## src/hw/mie_defines.svh

```systemverilog
// Constants for the instruction execute core: encodings, vectors, reset values
`ifndef MIE_DEFINES_SVH
`define MIE_DEFINES_SVH

// Instruction classes, bits [13:12]
`define MIE_CLS_FILE      2'h0
`define MIE_CLS_BIT       2'h1
`define MIE_CLS_JUMP      2'h2
`define MIE_CLS_LIT       2'h3

// Field positions
`define MIE_CLS_HI        13
`define MIE_CLS_LO        12
`define MIE_OP_HI         11
`define MIE_OP_LO         8
`define MIE_DEST_BIT      7
`define MIE_BOP_HI        11
`define MIE_BOP_LO        10
`define MIE_BSEL_HI       9
`define MIE_BSEL_LO       7
`define MIE_JGOTO_BIT     11

// File class operations
`define MIE_FOP_IOR       4'h0
`define MIE_FOP_XOR       4'h1
`define MIE_FOP_RLF       4'h2
`define MIE_FOP_RRF       4'h3
`define MIE_FOP_SUBC      4'h4

// Bit class operations
`define MIE_BOP_CLR       2'h0
`define MIE_BOP_SET       2'h1
`define MIE_BOP_SKC       2'h2
`define MIE_BOP_SKS       2'h3

// Literal / control class operations
`define MIE_LOP_ADD       4'h0
`define MIE_LOP_SUB       4'h1
`define MIE_LOP_AND       4'h2
`define MIE_LOP_IOR       4'h3
`define MIE_LOP_XOR       4'h4
`define MIE_LOP_MOV       4'h5
`define MIE_LOP_RETURN_WITH_LITERAL     4'h6
`define MIE_LOP_RET       4'h7
`define MIE_LOP_RETURN_FROM_INTERRUPT    4'h8
`define MIE_LOP_ADDPC     4'h9
`define MIE_LOP_SLEEP     4'ha

// Vectors and reset values
`define MIE_RESET_VEC     10'h000
`define MIE_IRQ_VEC       10'h004
`define MIE_RST_BYTE      8'h00
`define MIE_RST_GIE       1'b0

// Software register port
`define MIE_REG_STATUS    2'h0
`define MIE_REG_CTRL      2'h1
`define MIE_ST_Z          0
`define MIE_ST_C          1
`define MIE_ST_DC         2
`define MIE_ST_PD         3
`define MIE_CT_GIE        0

`endif

```

## src/hw/mie_pkg.sv

```systemverilog
// Types shared by the instruction execute core and its ALU
package mie_pkg;

  typedef logic [9:0]  mie_pc_t;
  typedef logic [7:0]  mie_byte_t;
  typedef logic [13:0] mie_instr_t;
  typedef logic [6:0]  mie_faddr_t;

  // Gray sequence: exec -> flush -> exec, sleep one step from flush
  typedef enum logic [1:0] {
    MIE_EXEC  = 2'b00,
    MIE_FLUSH = 2'b01,
    MIE_SLEEP = 2'b11
  } mie_state_t;

  typedef enum logic [3:0] {
    MIE_ALU_OR   = 4'h0,
    MIE_ALU_XOR  = 4'h1,
    MIE_ALU_AND  = 4'h2,
    MIE_ALU_RLF  = 4'h3,
    MIE_ALU_RRF  = 4'h4,
    MIE_ALU_ADD  = 4'h5,
    MIE_ALU_SUBC = 4'h6,
    MIE_ALU_SUB  = 4'h7,
    MIE_ALU_PASS = 4'h8,
    MIE_ALU_BSET = 4'h9,
    MIE_ALU_BCLR = 4'ha
  } mie_alu_op_t;

  typedef struct packed {
    mie_pc_t    pc;
    mie_byte_t  acc;
    logic       carry;
    logic       zero;
    logic       dcarry;
    logic       pd;
    logic       global_irq_enable;
    mie_state_t st;
    mie_byte_t  rdata;
  } mie_core_state_t;

endpackage : mie_pkg

```

## src/hw/mie_alu.sv

```systemverilog
// Eight-bit ALU: logic, rotates through carry, add/subtract, bit force
module mie_alu
  import mie_pkg::*;
(
  input  wire mie_pkg::mie_alu_op_t op_i,
  input  wire mie_pkg::mie_byte_t   opa_i,
  input  wire mie_pkg::mie_byte_t   acc_i,
  input  wire logic                 carry_i,
  input  wire logic [2:0]           bsel_i,
  output mie_pkg::mie_byte_t        res_o,
  output logic                      carry_o,
  output logic                      dcarry_o,
  output logic                      zero_o
);

  logic [7:0] addend;
  logic       cin;
  logic [4:0] low_sum;
  logic [4:0] high_sum;
  logic [7:0] bmask;

  // Subtraction is addition of the inverted accumulator; carry means no borrow
  always_comb
  begin
    addend   = (op_i == MIE_ALU_ADD) ? acc_i : ~acc_i;
    cin      = (op_i == MIE_ALU_SUBC) ? carry_i : (op_i == MIE_ALU_SUB);
    low_sum  = {1'b0, opa_i[3:0]} + {1'b0, addend[3:0]} + {4'h0, cin};
    high_sum = {1'b0, opa_i[7:4]} + {1'b0, addend[7:4]} + {4'h0, low_sum[4]};
    bmask    = 8'h01 << bsel_i;
    dcarry_o = low_sum[4];                                   // RQ24
    carry_o  = high_sum[4];                                  // RQ24
    res_o    = {high_sum[3:0], low_sum[3:0]};
    case (op_i)
      MIE_ALU_OR:   res_o = opa_i | acc_i;
      MIE_ALU_XOR:  res_o = opa_i ^ acc_i;
      MIE_ALU_AND:  res_o = opa_i & acc_i;
      MIE_ALU_RLF:                                           // RQ4
      begin
        res_o   = {opa_i[6:0], carry_i};
        carry_o = opa_i[7];
      end
      MIE_ALU_RRF:                                           // RQ5
      begin
        res_o   = {carry_i, opa_i[7:1]};
        carry_o = opa_i[0];
      end
      MIE_ALU_PASS: res_o = opa_i;
      MIE_ALU_BSET: res_o = opa_i | bmask;                   // RQ19
      MIE_ALU_BCLR: res_o = opa_i & ~bmask;                  // RQ19
      default:      res_o = {high_sum[3:0], low_sum[3:0]};
    endcase
    zero_o = (res_o == 8'h00);                               // RQ24
  end

endmodule : mie_alu

```

## src/hw/mie_core.sv

```systemverilog
// Instruction execute core: decode, flags, program flow, sleep
//
// The implementer's own choices: the register addresses and the strobed register port.
`include "mie_defines.svh"

//Function
// RQ1 - OR accumulator with file f into destination, zero flag only.
// RQ2 - Destination bit 0 writes accumulator, 1 writes file f.
// RQ3 - XOR accumulator with file f into destination, zero flag only.
// RQ4 - Rotate f left through carry; carry is the only flag changed.
// RQ5 - Rotate f right through carry; carry is the only flag changed.
// RQ6 - f plus inverted accumulator plus carry; updates digit carry, carry, zero.
// RQ7 - Add literal to accumulator; updates digit carry, carry, zero.
// RQ8 - Literal plus inverted accumulator plus one into accumulator; all arithmetic flags.
// RQ9 - AND/OR/XOR literal into accumulator; zero flag only.
// RQ10 - Load literal into accumulator, no flag change.
// RQ11 - Literal to accumulator, program counter from stack top, then pop.
// RQ12 - Call pushes incremented program counter, then jumps to target.
// RQ13 - Goto loads its address field, flags untouched.
// RQ14 - Return reloads program counter from stack top, then pops.
// RQ15 - Interrupt return pops program counter and sets global interrupt enable.
// RQ16 - Program counter becomes incremented value plus accumulator; program keeps accumulator low. The code adds the accumulator sign-extended.
// RQ17 - Sleep stops oscillator, sets power-down flag, wakes on external interrupt.
// RQ18 - Program clears interrupt flags before sleep and follows it with no-op.
// RQ19 - Bit set/clear forces one bit of f, flags unchanged.
// RQ20 - Bit test skip discards next instruction when condition met, two cycles.
// RQ21 - Flow changes take two cycles, skips one or two, others one.
// RQ22 - Ten-bit program counter, reset vector zero, interrupt vector 0004h.
// RQ23 - File address covers 00h to 7Fh, bit select 0 to 7.
// RQ24 - Digit carry from bit 3, carry means no borrow, zero on result zero.
module mie_core
  import mie_pkg::*;
(
  input  wire logic                sys_clk_i,
  input  wire logic                rst_n_i,
  output mie_pkg::mie_pc_t         pm_addr_o,
  input  wire mie_pkg::mie_instr_t pm_data_i,
  output mie_pkg::mie_faddr_t      dm_addr_o,
  input  wire mie_pkg::mie_byte_t  dm_rdata_i,
  output mie_pkg::mie_byte_t       dm_wdata_o,
  output logic                     dm_we_o,
  output logic                     stk_push_o,
  output logic                     stk_pop_o,
  output mie_pkg::mie_pc_t         stk_wdata_o,
  input  wire mie_pkg::mie_pc_t    stk_top_i,
  input  wire logic                irq_req_i,
  input  wire logic                wake_i,
  output logic                     osc_stop_o,
  output mie_pkg::mie_byte_t       acc_o,
  output logic                     carry_o,
  output logic                     zero_o,
  output logic                     digit_carry_o,
  output logic                     power_down_o,
  output logic                     gie_o,
  input  wire logic [1:0]          reg_addr_i,
  input  wire mie_pkg::mie_byte_t  reg_wdata_i,
  input  wire logic                reg_wr_i,
  input  wire logic                reg_rd_i,
  output mie_pkg::mie_byte_t       reg_rdata_o
);

  import mie_pkg::*;

  // Registered state, its next value and decode wires
  mie_core_state_t cur;
  mie_core_state_t next_cur;
  mie_alu_op_t     alu_op;
  mie_byte_t       alu_a;
  mie_byte_t       alu_res;
  logic            alu_c;
  logic            alu_dc;
  logic            alu_z;
  logic [1:0]      cls;
  logic [3:0]      op;
  logic [1:0]      bop;
  logic [2:0]      bsel;
  logic            dest_f;
  logic            bit_val;
  mie_pc_t         pc_inc;

  // Instruction fields
  assign cls     = pm_data_i[`MIE_CLS_HI:`MIE_CLS_LO];
  assign op      = pm_data_i[`MIE_OP_HI:`MIE_OP_LO];
  assign bop     = pm_data_i[`MIE_BOP_HI:`MIE_BOP_LO];
  assign bsel    = pm_data_i[`MIE_BSEL_HI:`MIE_BSEL_LO];    // RQ23
  assign dest_f  = pm_data_i[`MIE_DEST_BIT];
  assign bit_val = dm_rdata_i[bsel];
  assign pc_inc  = cur.pc + 10'h001;

  // Seven-bit file address reaches the whole 00h..7Fh space
  assign dm_addr_o = pm_data_i[6:0];                        // RQ23

  // Operand select: literal field for the literal class, else file data
  always_comb
  begin
    alu_a  = (cls == `MIE_CLS_LIT) ? pm_data_i[7:0] : dm_rdata_i;
    alu_op = MIE_ALU_PASS;
    case (cls)
      `MIE_CLS_FILE:
      begin
        case (op)
          `MIE_FOP_IOR:  alu_op = MIE_ALU_OR;
          `MIE_FOP_XOR:  alu_op = MIE_ALU_XOR;
          `MIE_FOP_RLF:  alu_op = MIE_ALU_RLF;
          `MIE_FOP_RRF:  alu_op = MIE_ALU_RRF;
          `MIE_FOP_SUBC: alu_op = MIE_ALU_SUBC;
          default:       alu_op = MIE_ALU_PASS;
        endcase
      end
      `MIE_CLS_BIT:
        alu_op = (bop == `MIE_BOP_SET) ? MIE_ALU_BSET : MIE_ALU_BCLR;
      `MIE_CLS_LIT:
      begin
        case (op)
          `MIE_LOP_ADD: alu_op = MIE_ALU_ADD;
          `MIE_LOP_SUB: alu_op = MIE_ALU_SUB;
          `MIE_LOP_AND: alu_op = MIE_ALU_AND;
          `MIE_LOP_IOR: alu_op = MIE_ALU_OR;
          `MIE_LOP_XOR: alu_op = MIE_ALU_XOR;
          default:      alu_op = MIE_ALU_PASS;
        endcase
      end
      default: alu_op = MIE_ALU_PASS;
    endcase
  end

  // One shared ALU; each instruction keeps only its own flags
  mie_alu u_alu (
    .op_i     (alu_op),
    .opa_i    (alu_a),
    .acc_i    (cur.acc),
    .carry_i  (cur.carry),
    .bsel_i   (bsel),
    .res_o    (alu_res),
    .carry_o  (alu_c),
    .dcarry_o (alu_dc),
    .zero_o   (alu_z)
  );

  // Next state and memory/stack strobes
  always_comb
  begin
    next_cur    = cur;
    dm_we_o     = 1'b0;
    dm_wdata_o  = alu_res;
    stk_push_o  = 1'b0;
    stk_pop_o   = 1'b0;
    stk_wdata_o = pc_inc;

    // Software writes first so that a hardware update in the same cycle wins
    if (reg_wr_i && reg_addr_i == `MIE_REG_STATUS)
    begin
      next_cur.zero   = reg_wdata_i[`MIE_ST_Z];
      next_cur.carry  = reg_wdata_i[`MIE_ST_C];
      next_cur.dcarry = reg_wdata_i[`MIE_ST_DC];
      next_cur.pd     = cur.pd & reg_wdata_i[`MIE_ST_PD];
    end
    if (reg_wr_i && reg_addr_i == `MIE_REG_CTRL)
      next_cur.global_irq_enable = reg_wdata_i[`MIE_CT_GIE];

    // Read data stands for the one cycle after the strobe only
    next_cur.rdata = 8'h00;
    if (reg_rd_i && reg_addr_i == `MIE_REG_STATUS)
      next_cur.rdata = {4'h0, cur.pd, cur.dcarry, cur.carry, cur.zero};
    else if (reg_rd_i && reg_addr_i == `MIE_REG_CTRL)
      next_cur.rdata = {7'h00, cur.global_irq_enable};

    // One word per cycle in exec, none in flush or sleep
    case (cur.st)
      MIE_EXEC:
      begin
        next_cur.pc = pc_inc;
        // Interrupts only between words, never in a dead cycle
        if (irq_req_i && cur.global_irq_enable)
        begin
          // Taken before the fetched word; it is retried on return
          stk_push_o  = 1'b1;
          stk_wdata_o = cur.pc;
          next_cur.pc  = `MIE_IRQ_VEC;                       // RQ22
          next_cur.global_irq_enable = 1'b0;
          next_cur.st  = MIE_FLUSH;
        end
        else
        begin
          case (cls)
            // File class: destination bit picks memory or accumulator
            `MIE_CLS_FILE:
            begin
              if (op <= `MIE_FOP_SUBC)
              begin
                // Destination select
                if (dest_f)                                   // RQ2
                  dm_we_o = 1'b1;
                else
                  next_cur.acc = alu_res;
                case (op)
                  `MIE_FOP_IOR,
                  `MIE_FOP_XOR:                               // RQ1 RQ3
                    next_cur.zero = alu_z;
                  `MIE_FOP_RLF,
                  `MIE_FOP_RRF:                               // RQ4 RQ5
                    next_cur.carry = alu_c;
                  default:                                    // RQ6
                  begin
                    next_cur.carry  = alu_c;
                    next_cur.dcarry = alu_dc;
                    next_cur.zero   = alu_z;
                  end
                endcase
              end
            end

            // Bit force writes back; a taken skip costs a dead cycle
            `MIE_CLS_BIT:
            begin
              if (bop == `MIE_BOP_CLR || bop == `MIE_BOP_SET)
                dm_we_o = 1'b1;                               // RQ19
              else if ((bop == `MIE_BOP_SKC && !bit_val) ||
                       (bop == `MIE_BOP_SKS && bit_val))
              begin
                // Step over the discarded word, then one idle cycle
                next_cur.pc = cur.pc + 10'h002;               // RQ20
                next_cur.st = MIE_FLUSH;                      // RQ21
              end
            end

            // Call and goto share the target field; only call pushes
            `MIE_CLS_JUMP:
            begin
              if (!pm_data_i[`MIE_JGOTO_BIT])
                stk_push_o = 1'b1;                            // RQ12
              next_cur.pc = pm_data_i[9:0];                   // RQ12 RQ13
              next_cur.st = MIE_FLUSH;                        // RQ21
            end

            // Literal class: arithmetic, logic, returns, jumps, sleep
            default:
            begin
              case (op)
                `MIE_LOP_ADD,
                `MIE_LOP_SUB:                                 // RQ7 RQ8
                begin
                  next_cur.acc    = alu_res;
                  next_cur.carry  = alu_c;
                  next_cur.dcarry = alu_dc;
                  next_cur.zero   = alu_z;
                end
                // Bitwise forms leave carry and digit carry alone
                `MIE_LOP_AND,
                `MIE_LOP_IOR,
                `MIE_LOP_XOR:                                 // RQ9
                begin
                  next_cur.acc  = alu_res;
                  next_cur.zero = alu_z;
                end

                `MIE_LOP_MOV:
                  next_cur.acc = pm_data_i[7:0];              // RQ10
                // Returns read the top entry before the stack pops
                `MIE_LOP_RETURN_WITH_LITERAL:
                begin
                  next_cur.acc = pm_data_i[7:0];              // RQ11
                  next_cur.pc  = stk_top_i;
                  stk_pop_o    = 1'b1;
                  next_cur.st  = MIE_FLUSH;
                end

                `MIE_LOP_RET:
                begin
                  next_cur.pc = stk_top_i;                    // RQ14
                  stk_pop_o   = 1'b1;
                  next_cur.st = MIE_FLUSH;
                end

                `MIE_LOP_RETURN_FROM_INTERRUPT:
                begin
                  next_cur.pc  = stk_top_i;                   // RQ15
                  stk_pop_o    = 1'b1;
                  next_cur.global_irq_enable = 1'b1;
                  next_cur.st  = MIE_FLUSH;
                end

                `MIE_LOP_ADDPC:
                begin
                  // Accumulator is sign-extended; below 80h it adds as is
                  next_cur.pc = pc_inc + {{2{cur.acc[7]}}, cur.acc}; // RQ16
                  next_cur.st = MIE_FLUSH;                    // RQ21
                end

                `MIE_LOP_SLEEP:
                begin
                  next_cur.pd = 1'b1;                         // RQ17
                  next_cur.st = MIE_SLEEP;
                end
                default:
                  next_cur.st = MIE_EXEC;
              endcase
            end
          endcase
        end
      end

      // Dead cycle: the word fetched behind a flow change is dropped
      MIE_FLUSH:
        next_cur.st = MIE_EXEC;                               // RQ21

      MIE_SLEEP:
      begin
        // Program counter already points past the sleep word
        if (wake_i)
          next_cur.st = MIE_EXEC;                             // RQ17
      end
      default:
        next_cur.st = MIE_EXEC;
    endcase
  end

  // State register; program starts at the reset vector
  always_ff @(posedge sys_clk_i)
  begin
    if (!rst_n_i)
    begin
      cur.pc     <= `MIE_RESET_VEC;                           // RQ22
      cur.acc    <= `MIE_RST_BYTE;
      cur.carry  <= 1'b0;
      cur.zero   <= 1'b0;
      cur.dcarry <= 1'b0;
      cur.pd     <= 1'b0;
      cur.global_irq_enable    <= `MIE_RST_GIE;
      cur.st     <= MIE_EXEC;
      cur.rdata  <= `MIE_RST_BYTE;
    end
    else
      cur <= next_cur;
  end

  // Outputs straight from state
  assign pm_addr_o     = cur.pc;
  assign osc_stop_o    = (cur.st == MIE_SLEEP);               // RQ17
  assign acc_o         = cur.acc;
  assign carry_o       = cur.carry;
  assign zero_o        = cur.zero;
  assign digit_carry_o = cur.dcarry;
  assign power_down_o  = cur.pd;
  assign gie_o         = cur.global_irq_enable;
  assign reg_rdata_o   = cur.rdata;

endmodule : mie_core

```

## config.mk

```make
export PLATFORM = sky130hd
export DESIGN_NAME = mie_core
export DESIGN_NICKNAME = d
export VERILOG_FILES = /design/src/hw/mie_pkg.sv /design/src/hw/mie_alu.sv /design/src/hw/mie_core.sv
export VERILOG_INCLUDE_DIRS = /design/src /design/src/hw
export SDC_FILE = /design/constraint.sdc
export NUM_CORES = 1
export LEC_CHECK = 0
export CAP_MARGIN = 20
export CORE_MARGIN = 5
export CORE_UTILIZATION = 71
export CTS_BUF_LIST = sky130_fd_sc_hd__clkbuf_4 sky130_fd_sc_hd__clkbuf_8
export DETAILED_ROUTE_END_ITERATION = 12
export DONT_BUFFER_PORTS = 1
export PLACE_DENSITY_LB_ADDON = 0.1
export SKIP_CTS_REPAIR_TIMING = 1
export SLEW_MARGIN = 20
export SYNTH_ARGS = -nofsm -noshare
export SYNTH_HDL_FRONTEND = slang
export SYNTH_SLANG_ARGS = --single-unit
```

## constraint.sdc

```tcl
create_clock -name sys_clk_i -period 20.4 [get_ports sys_clk_i]
set_input_delay 4.08 -clock sys_clk_i [delete_from_list [all_inputs] [get_ports sys_clk_i]]
set_output_delay 4.08 -clock sys_clk_i [all_outputs]
set_load 0.1 [all_outputs]
```

==> results of run 1 <==
## metal layers
| layer | up-vias | GRT usage (%) |
|---|---|---|
| met1 | 2328 | 44.7 |
| met2 | 435 | 56.2 |
| met4 | 0 | 18.9 |
| met3 | 85 | 9.00 |
| li1 | 2267 | - |
| met5 | - | 0 |
## cells by family (layout without fill, tap and decap cells)
logic type      Yosys count  in the layout  share of synthesized area (%)
compound gates          201            201                           29.7
xor+xnor                 49             49                           9.24
fa+ha+maj                26             26                           7.81
buf+inv                 109             72                           12.4
flops                    29             29                           12.5
mux                      15             15                           3.88
other cells               1              4                         0.0807
simple gates            227            227                           24.4
## how the worst min path moves through the flow
stage                   from        to  slack (ns)  cells past startpoint
floorplan           acc_o[1]  acc_o[1]        0.51                      2
detailed placement    cur[8]    cur[8]        0.64                      3
finish                cur[8]    cur[8]        0.66                      3
global placement      cur[8]    cur[8]        0.62                      3
global route          cur[8]    cur[8]        0.73                      3
CTS                   cur[9]    cur[8]        0.65                      3
## sequential cells by signal, indices dropped and copies added (netlist names)
| register | flops |
|---|---|
| acc_o | 8 |
| carry_o | 1 |
| cur | 2 |
| digit_carry_o | 1 |
| gie_o | 1 |
| pm_addr_o | 10 |
| power_down_o | 1 |
| reg_rdata_o | 4 |
| zero_o | 1 |
## final cells by class
cell class,count,area [sq um],area share [%]
Multi-Input combinational cell,522,3590,76.2
Sequential cell,29,581,12.3
Timing Repair Buffer,32,240,5.09
Inverter,32,120,2.55
Tap cell,77,96.3,2.04
Clock buffer,5,68.8,1.46
Clock inverter,3,17.5,0.371
## worst min-delay path, stage by stage (launching register included)
cell	delay (ns)
dfxtp_1	0.34
nor2_1	0.11
o21ai_0	0.10
a21oi_1	0.06
## cells in the final DEF, fill, tap and decap left out, types with 6 or more instances in the layout
cell	Yosys	routed
a21boi_0	14	14
a21o_1	11	11
a21oi_1	49	46
a221oi_1	8	8
a22oi_1	6	6
a31oi_1	8	8
and2_1	10	10
buf_4	33	32
dfxtp_1	29	29
ha_1	21	21
inv_1	30	30
mux2i_1	9	9
nand2_1	88	88
nand2b_1	7	7
nand3_1	23	23
nand4_1	11	11
nor2_1	31	30
nor2b_1	7	7
nor3_1	18	18
o2111ai_1	9	9
o21ai_0	35	35
xnor2_1	22	16
xnor2_2	0	6
xor2_1	27	25
## power by group through the flow
stage,combinational (mW),sequential (mW),clock [mW]
floorplan,0.152,0.0668,0
finish,0.174,0.0646,0.0490
global route,0.182,0.0650,0.0520
global placement,0.168,0.0656,0
CTS,0.171,0.0645,0.0490
detailed placement,0.170,0.0658,0
## per-stage QoR
stage               hold slack [ns]  setup slack [ns]  util [%]
finish                        0.659              6.81      74.3
global route                  0.726              6.69      74.3
CTS                           0.648              6.92      74.3
detailed placement            0.638              6.93      72.9
global placement              0.618              7.03      72.7
floorplan                     0.507              7.63         -
==> implementation parameters, run 1 <==
Parameter                              Value

Route
  Detailed-routing iteration count for the pre-antenna-repair pass    6
  Via-to-Cell Ratio    7.31
  Vias    5115
  Routed wire per std cell    22.3 um
  Sum of met2 wire segment lengths after detailed routing    7040 um
  Uppermost layer routed    met4
  Routed metal-1 wire length    5630 um
  First DRT Iteration DRCs    620
  Met3 layer wire length in the routed design    1980 um
  Overall routed net length    15600 um
  DRC violation count after routing    0
  Count of antenna-violating nets left after detailed routing    0

Power
  Int Power    126 uW
  Power per cell area    61.0 nW/um^2
  Total design power    288 uW
  Peak supply drop    56.6 uV
  Clock network fraction of design power    17.0%
  Switching power as a share of total power    56.3%
  Comb power frac    60.5%
  Switch Pwr    162 uW
  Sequential Power Share    22.4%
  Lkg Pwr    1.93 nW

Cells and area
  Antenna cells    0
  Number of fillers in the final layout    496
  Number of nets at the end of the flow    696
  Finished Cell Area    4720 sq um
  Non-filler instance count after layout    700
  Area grow syn2layout    1.59%
  Fraction of layout cells with a size suffix above 1    12.2%

Logic synthesis
  Number of synthesis warnings    0
  Flip-flop and latch count after synthesis    29
  Cell type with the largest total area after synthesis    dfxtp_1
  Dominant cells by area after synthesis    dfxtp_1, nand2_1, ha_1
  Synthesized instance count    657
  Sequential fraction of the synthesis area    12.5%
  Proportion of synthesized flip-flops having asynchronous set or reset    0%
  Most frequent cells after synthesis    nand2_1, a21oi_1, o21ai_0, buf_4
  Number of enable flip-flop cells after synthesis    0
  Combined area of all synthesized cells    4640 sq um
  Count leader, synth    nand2_1
  Mean post-synth cell area    7.07 sq um
  Post-synth top area share    12.5%
  Cell variety after synth    76
  Primary FF master, synth    dfxtp_1

Place
  Post-DP HPWL    11900 um
  Number of input and output port buffers inserted    0
  Instance area at placement    4630 sq um
  Final estimated routing congestion in global placement    1.07
  Number of instances in the placed design    692

Floorplanning
  Die extent in y    90.9 um
  Initial core utilization    73.1%
  Floorplan die area    8260 sq um
  Standard cell core area    6350 sq um
  Cell row count    29
  Die span in x    90.9 um
  Boundary Pins    108

CTS
  TritonCTS clock tree    done
  Max Root-Sink Buffers    2
  # H-tree levels    2
  Sinks on Clock Net    29
  Clock latency of the later-clocked register in the worst-skew pair    0.29 ns
  Clock input transition at the sequential cells of the worst setup and hold paths    0.07 ns
  Clock root buffer master    clkbuf_8
  Inserted Clock Buffers    5

Worst setup path
  Library cell appearing most often on the critical path    fa_1
  CP arrival    9.51 ns
  Critical path launch point    pm_data_i[12]
  Capturing element of the worst setup path    dm_wdata_o[6]
  Reg2Reg Launch Point    carry_o
  Setup slack of the worst register-to-register path    16.18 ns
  CP max-delay cell    and2_1
  Bufs and invs on worst path    3
  Crit path cell chain    inv_1 -> ha_1 -> nor3b_1 -> a22oi_1 -> and2_1 -> nand3_1 -> xor2_1 -> fa_1 -> inv_1 -> fa_1 -> nor2b_1 -> o21ai_0 -> nand2b_1 -> fa_1 -> fa_1 -> xor2_1 -> o32ai_1 -> inv_1
  Slowest Stage Delay on Critical Path    0.58 ns
  Cell depth of the worst setup path    18
  Cell class contributing the biggest share of worst-path delay    adder cells
  Endpoint type of the worst setup path    primary output
  Number of cells on the worst reg-to-reg path    14
  Startpoint type of the worst setup path    input pin
  Critical path fanouts, max    21
  Worst Setup Path Type    input pin to primary output
  Required time worst endpoint    16.32 ns
  R2R Path End    zero_o

Global route
  Initial antenna violation count    0
  Global-route wire length before repair    24400 um
  Tot GR Track Use    35.8%
  Number of global-route vias before repair    4749
  Remaining global-route overflow    0
  Largest net degree at the start of global routing    52

Timing
  Achievable clock frequency    73.6 MHz
  Portion of the clock cycle consumed by the worst path in the final layout    66.6%
  Slew of the pin with the lowest slew margin    1.18 ns
  Max transition margin    21.4%
  Final setup violation count    0
  Setup_tns    0 ns
  Final Max Tran Viols    0
  Unrepaired setup endpoints after global routing    no
  Final critical delay including setup and external delays    13.59 ns
  Worst setup skew after layout    0.00467 ns
  Final Hold Vio Count    0

Run status
  Outcome    complete, no violations

Hold path
  Tightest Hold Check Type    register to register

Flow run
  MaxCap Viol Count    0
(Power assumes the default switching activity.)
==> run 2: changes to the inputs <==
--- a/config.mk
+++ b/config.mk
@@ -8,7 +8,7 @@
 export LEC_CHECK = 0
 export CAP_MARGIN = 20
 export CORE_MARGIN = 5
-export CORE_UTILIZATION = 71
+export CORE_UTILIZATION = 61
 export CTS_BUF_LIST = sky130_fd_sc_hd__clkbuf_4 sky130_fd_sc_hd__clkbuf_8
 export DETAILED_ROUTE_END_ITERATION = 12
 export DONT_BUFFER_PORTS = 1
==> constraint.sdc (replaced) <==
create_clock -name sys_clk_i -period 11 [get_ports sys_clk_i]
set_input_delay 2.2 -clock sys_clk_i [delete_from_list [all_inputs] [get_ports sys_clk_i]]
set_output_delay 2.2 -clock sys_clk_i [all_outputs]
set_load 0.1 [all_outputs]
==> run 2 against run 1 <==
Against the previous run: hold slack better by 0.0074 ns; global-route usage down 3.8 points; largest power group unchanged; final area up 0.90%.
==> implementation parameters, run 2 (same netlist as run 1, synthesis figures left out) <==
Parameter                              Value

Worst setup path
  Critical path launch point    pm_data_i[12]
  Startpoint type of the worst setup path    input pin
  Crit path cell chain    inv_1 -> ha_1 -> nor3b_1 -> a22oi_1 -> and2_1 -> nand3_1 -> xor2_1 -> fa_1 -> inv_1 -> fa_1 -> nor2b_1 -> o21ai_0 -> nand2b_1 -> fa_1 -> fa_1 -> xor2_1 -> o32ai_1 -> inv_1
  Required time worst endpoint    8.80 ns
  Endpoint type of the worst setup path    primary output
  CP max-delay cell    inv_1
  Reg2Reg Launch Point    carry_o
  Library cell appearing most often on the critical path    fa_1
  Slowest Stage Delay on Critical Path    0.58 ns
  Worst Setup Path Type    input pin to primary output
  Critical path fanouts, max    21
  CP arrival    7.60 ns

Floorplanning
  Cell row count    31
  Die extent in y    97.3 um
  Floorplan die area    9460 sq um
  Initial core utilization    63.4%
  Standard cell core area    7330 sq um
  Die span in x    97.3 um
  Boundary Pins    108

Cells and area
  Antenna cells    0
  Fraction of layout cells with a size suffix above 1    12.5%
  Largest register FFs    10
  Area grow syn2layout    2.51%
  Number of nets at the end of the flow    698
  Non-filler instance count after layout    724
  Final core area utilization    64.9%
  Commonest cells after routing, fill and taps aside    nand2_1, a21oi_1, o21ai_0
  Most common library cell in the layout ignoring fill and taps    nand2_1

Route
  Count of antenna-violating nets left after detailed routing    0
  Routed wire per std cell    22.1 um
  First DRT Iteration DRCs    416
  Overall routed net length    16000 um
  Vias    4924
  DRC violation count after routing    0
  Detailed-routing iteration count for the pre-antenna-repair pass    5
  Via-to-Cell Ratio    6.80

Global route
  Tot GR Track Use    32.0%
  Initial antenna violation count    0
  Remaining global-route overflow    0
  Largest net degree at the start of global routing    48
  Global-route wire length before repair    24500 um
  Number of global-route vias before repair    4553

Timing
  Worst setup skew after layout    0.00794 ns
  Max transition margin    22.3%
  Final critical delay including setup and external delays    9.80 ns
  Achievable clock frequency    102 MHz
  Unrepaired setup endpoints after global routing    no
  Setup_tns    0 ns
  Slew of the pin with the lowest slew margin    1.16 ns
  Final Hold Vio Count    0
  Portion of the clock cycle consumed by the worst path in the final layout    89.1%
  Final Max Tran Viols    0
  Final setup violation count    0

CTS
  Sinks on Clock Net    29
  Inserted Clock Buffers    5
  TritonCTS clock tree    done
  Clock root buffer master    clkbuf_8
  # H-tree levels    2
  Clock latency of the later-clocked register in the worst-skew pair    0.29 ns
  Clock input transition at the sequential cells of the worst setup and hold paths    0.07 ns
  Max Root-Sink Buffers    2

Place
  Final estimated routing congestion in global placement    0.974
  Post-DP HPWL    12300 um
  Number of input and output port buffers inserted    0
  Number of instances in the placed design    716

Power
  Power per cell area    113 nW/um^2
  Switch Pwr    303 uW
  Switching power as a share of total power    56.3%
  Lkg Pwr    1.94 nW
  Comb power frac    60.2%
  Peak supply drop    77.9 uV
  Clock network fraction of design power    17.5%
  Int Power    235 uW
  Sequential Power Share    22.3%

Flow run
  MaxCap Viol Count    0

Hold path
  Worst hold path startpoint    cur[8]
  Tightest Hold Check Type    register to register

Run status
  Outcome    complete, no violations
==> run 2: changes by cell type in the layout (fill, tap and decap cells not counted), sizes merged <==
cell / delta
buf: +2
==> run 2: worst max-delay path: cells and delay by family <==
family	cells	cell delay, ns
fa+ha+maj	5	1.95
buf+inv	3	0.69
simple gates	5	1.57
xor+xnor	2	0.49
compound gates	3	0.69
==> run 2: cell type report <==
cell class	instances	area (sq um)
Clock buffer	5	68.8
Clock inverter	3	17.5
Fill cell	687	2570
Inverter	32	120
Multi-Input combinational cell	522	3590
Sequential cell	29	581
Tap cell	99	124
Timing Repair Buffer	34	263
==> run 2: per-layer routing <==
layer	global-route usage (%)	routed length [um]	up-vias
met4	14.0	708	0
met1	40.5	6070	2280
met3	8.76	1890	58
met2	50.8	7320	311
li1	-	-	2275
met5	0	0	-
==> run 2: worst paths after layout <==
| path | endpoint | slack (ns) | cells past startpoint |
|---|---|---|---|
| max | dm_wdata_o[6] | 1.20 | 18 |
| min | cur[8] | 0.67 | 3 |
| max reg2reg | zero_o | 6.75 | 14 |
| min reg2reg | cur[8] | 0.67 | 3 |
==> run 2: power groups by stage <==
stage          Sequential, mW  Clock, mW  Combinational, mW
5_1_grt                 0.121      0.101              0.340
4_1_cts                 0.120     0.0951              0.319
2_1_floorplan           0.124          0              0.281
3_3_place_gp            0.122          0              0.315
6_report                0.120     0.0943              0.324
3_5_place_dp            0.122          0              0.318
==> run 2: through the flow <==
step	area, sq um	power (mW)	hold slack (ns)	setup WS (ns)
floorplan	4660	0.405	0.507	1.99
global placement	4650	0.437	0.621	1.38
detailed placement	4670	0.440	0.648	1.35
CTS	4760	0.534	0.662	1.34
global route	4760	0.561	0.712	0.987
finish	4760	0.538	0.666	1.20
==> run 3: changes to the inputs <==
==> constraint.sdc (replaced) <==
create_clock -name sys_clk_i -period 11 [get_ports sys_clk_i]
set_input_delay 2.2 -clock sys_clk_i [delete_from_list [all_inputs] [get_ports sys_clk_i]]
set_output_delay 2.2 -clock sys_clk_i [all_outputs]
set_load 0.01 [all_outputs]
==> run 3 against run 2 <==
Against the previous run: clock skew hardly changed; sequential power increased by 7%; first-iteration DRC count rose by 3.4%; global-route usage shrank 0.35 points; combinational power shrank 45%; largest cell class unchanged; highest routed layer unchanged.
==> implementation parameters, run 3 (same netlist as run 1, synthesis figures left out) <==
Parameter                              Value

Floorplanning
  Standard cell core area    7330 sq um
  Boundary Pins    108
  Die extent in y    97.3 um
  Floorplan die area    9460 sq um
  Initial core utilization    63.4%
  Die span in x    97.3 um
  Cell row count    31

Cells and area
  Number of fillers in the final layout    704
  Area grow syn2layout    -4.42%
  Largest register FFs    10
  Fraction of layout cells with a size suffix above 1    5.88%
  Number of nets at the end of the flow    668
  Antenna cells    0
  Most common library cell in the layout ignoring fill and taps    nand2_1
  Commonest cells after routing, fill and taps aside    nand2_1, a21oi_1, o21ai_0

Power
  Total design power    400 uW
  Power per cell area    90.1 nW/um^2
  Peak supply drop    57.7 uV
  Lkg Pwr    1.73 nW

Global route
  Tot GR Track Use    31.6%
  Initial antenna violation count    0
  Number of global-route vias before repair    4506
  Global-route wire length before repair    24400 um
  Remaining global-route overflow    0
  Largest net degree at the start of global routing    49

Place
  Post-DP HPWL    11900 um
  Final estimated routing congestion in global placement    1.05
  Number of input and output port buffers inserted    0

Route
  Count of antenna-violating nets left after detailed routing    0
  Routed wire per std cell    22.8 um
  DRC violation count after routing    0
  Detailed-routing iteration count for the pre-antenna-repair pass    5
  First DRT Iteration DRCs    430
  Via-to-Cell Ratio    6.93
  Vias    4809
  Overall routed net length    15800 um

Timing
  Final Hold Vio Count    0
  Final setup violation count    0
  Slew of the pin with the lowest slew margin    0.885 ns
  Tightest hold margin    0.540 ns
  Final Max Tran Viols    0
  Max transition margin    41.0%
  Portion of the clock cycle consumed by the worst path in the final layout    85.1%
  Worst setup skew after layout    0.00780 ns
  Setup_tns    0 ns
  Achievable clock frequency    107 MHz
  Final critical delay including setup and external delays    9.37 ns
  Unrepaired setup endpoints after global routing    no

Worst setup path
  Worst Setup Path Type    input pin to primary output
  Endpoint type of the worst setup path    primary output
  Startpoint type of the worst setup path    input pin
  Required time worst endpoint    8.80 ns
  CP arrival    7.17 ns
  Critical path fanouts, max    21

CTS
  Clock latency of the later-clocked register in the worst-skew pair    0.30 ns
  TritonCTS clock tree    done
  Max Root-Sink Buffers    2
  Clock root buffer master    clkbuf_8
  Sinks on Clock Net    29
  Inserted Clock Buffers    5
  # H-tree levels    2
  Clock input transition at the sequential cells of the worst setup and hold paths    0.07 ns

Hold path
  Tightest Hold Check Type    register to register

Run status
  Outcome    complete, no violations

Flow run
  MaxCap Viol Count    0
-- run 3: cell types whose count changed in the layout (fill, tap and decap cells not counted) --
cell / change
buf_8: -1
xnor2_2: -6
a21oi_1: +3
a21oi_2: -2
a32oi_2: -1
xnor2_1: +6
a21oi_4: -1
buf_4: -29
nor2_2: -1
nor2_1: +1
xor2_2: -2
a32oi_1: +1
xor2_1: +2
-- run 3: final timing paths --
kind | start | to | slack (ns) | cells past startpoint
setup / recovery | pm_data_i[12] | dm_wdata_o[6] | 1.63 | 18
hold / removal | power_down_o | reg_rdata_o[3] | 0.54 | 1
setup reg to reg | acc_o[0] | zero_o | 6.90 | 13
hold reg to reg | power_down_o | reg_rdata_o[3] | 0.54 | 1
-- run 3: per-stage QoR --
stage / area (sq um) / cells / util, % / setup WS [ns]
CTS: 4440 / 694 / 60.6 / 1.72
finish: 4440 / 694 / 60.6 / 1.63
floorplan: 4660 / 660 / - / 2.40
global placement: 4350 / 686 / 59.4 / 1.74
global route: 4440 / 694 / 60.6 / 1.30
detailed placement: 4350 / 686 / 59.4 / 1.72
-- run 3: area by class of cell --
class	count	area [sq um]	area share, %
tap	99	124	2.79
inverter	32	120	2.71
multi-input combinational	522	3500	78.8
timing repair buffer	4	30.0	0.676
clock inverter	3	17.5	0.395
clock buffer	5	68.8	1.55
sequential	29	581	13.1
-- run 3: critical path, stage by stage --
cell	delay, ns
inv_1	0.03
ha_1	0.42
nor3b_1	0.24
a22oi_1	0.23
and2_1	0.56
nand3_1	0.53
xor2_1	0.31
fa_1	0.44
inv_1	0.08
fa_1	0.21
nor2b_1	0.06
o21ai_0	0.16
nand2b_1	0.15
fa_1	0.43
fa_1	0.42
xor2_1	0.17
o32ai_1	0.32
inv_1	0.18
-- run 3: report_power, final --
part	total, mW	internal, mW	switching (mW)
Combinational	0.177	0.0657	0.112
Sequential	0.129	0.111	0.0178
Clock	0.0942	0.0437	0.0504
-- run 3: per-layer routing --
layer / routed length [um] / track usage [%] / part of all wire (%) / vias to the layer above
li1: - / - / - / 2218
met1: 6060 / 40.5 / 38 / 2225
met2: 7300 / 51.3 / 46 / 314
met3: 1800 / 7.47 / 11 / 52
met4: 632 / 12.6 / 4.0 / 0
met5: 0 / 0 / 0 / -
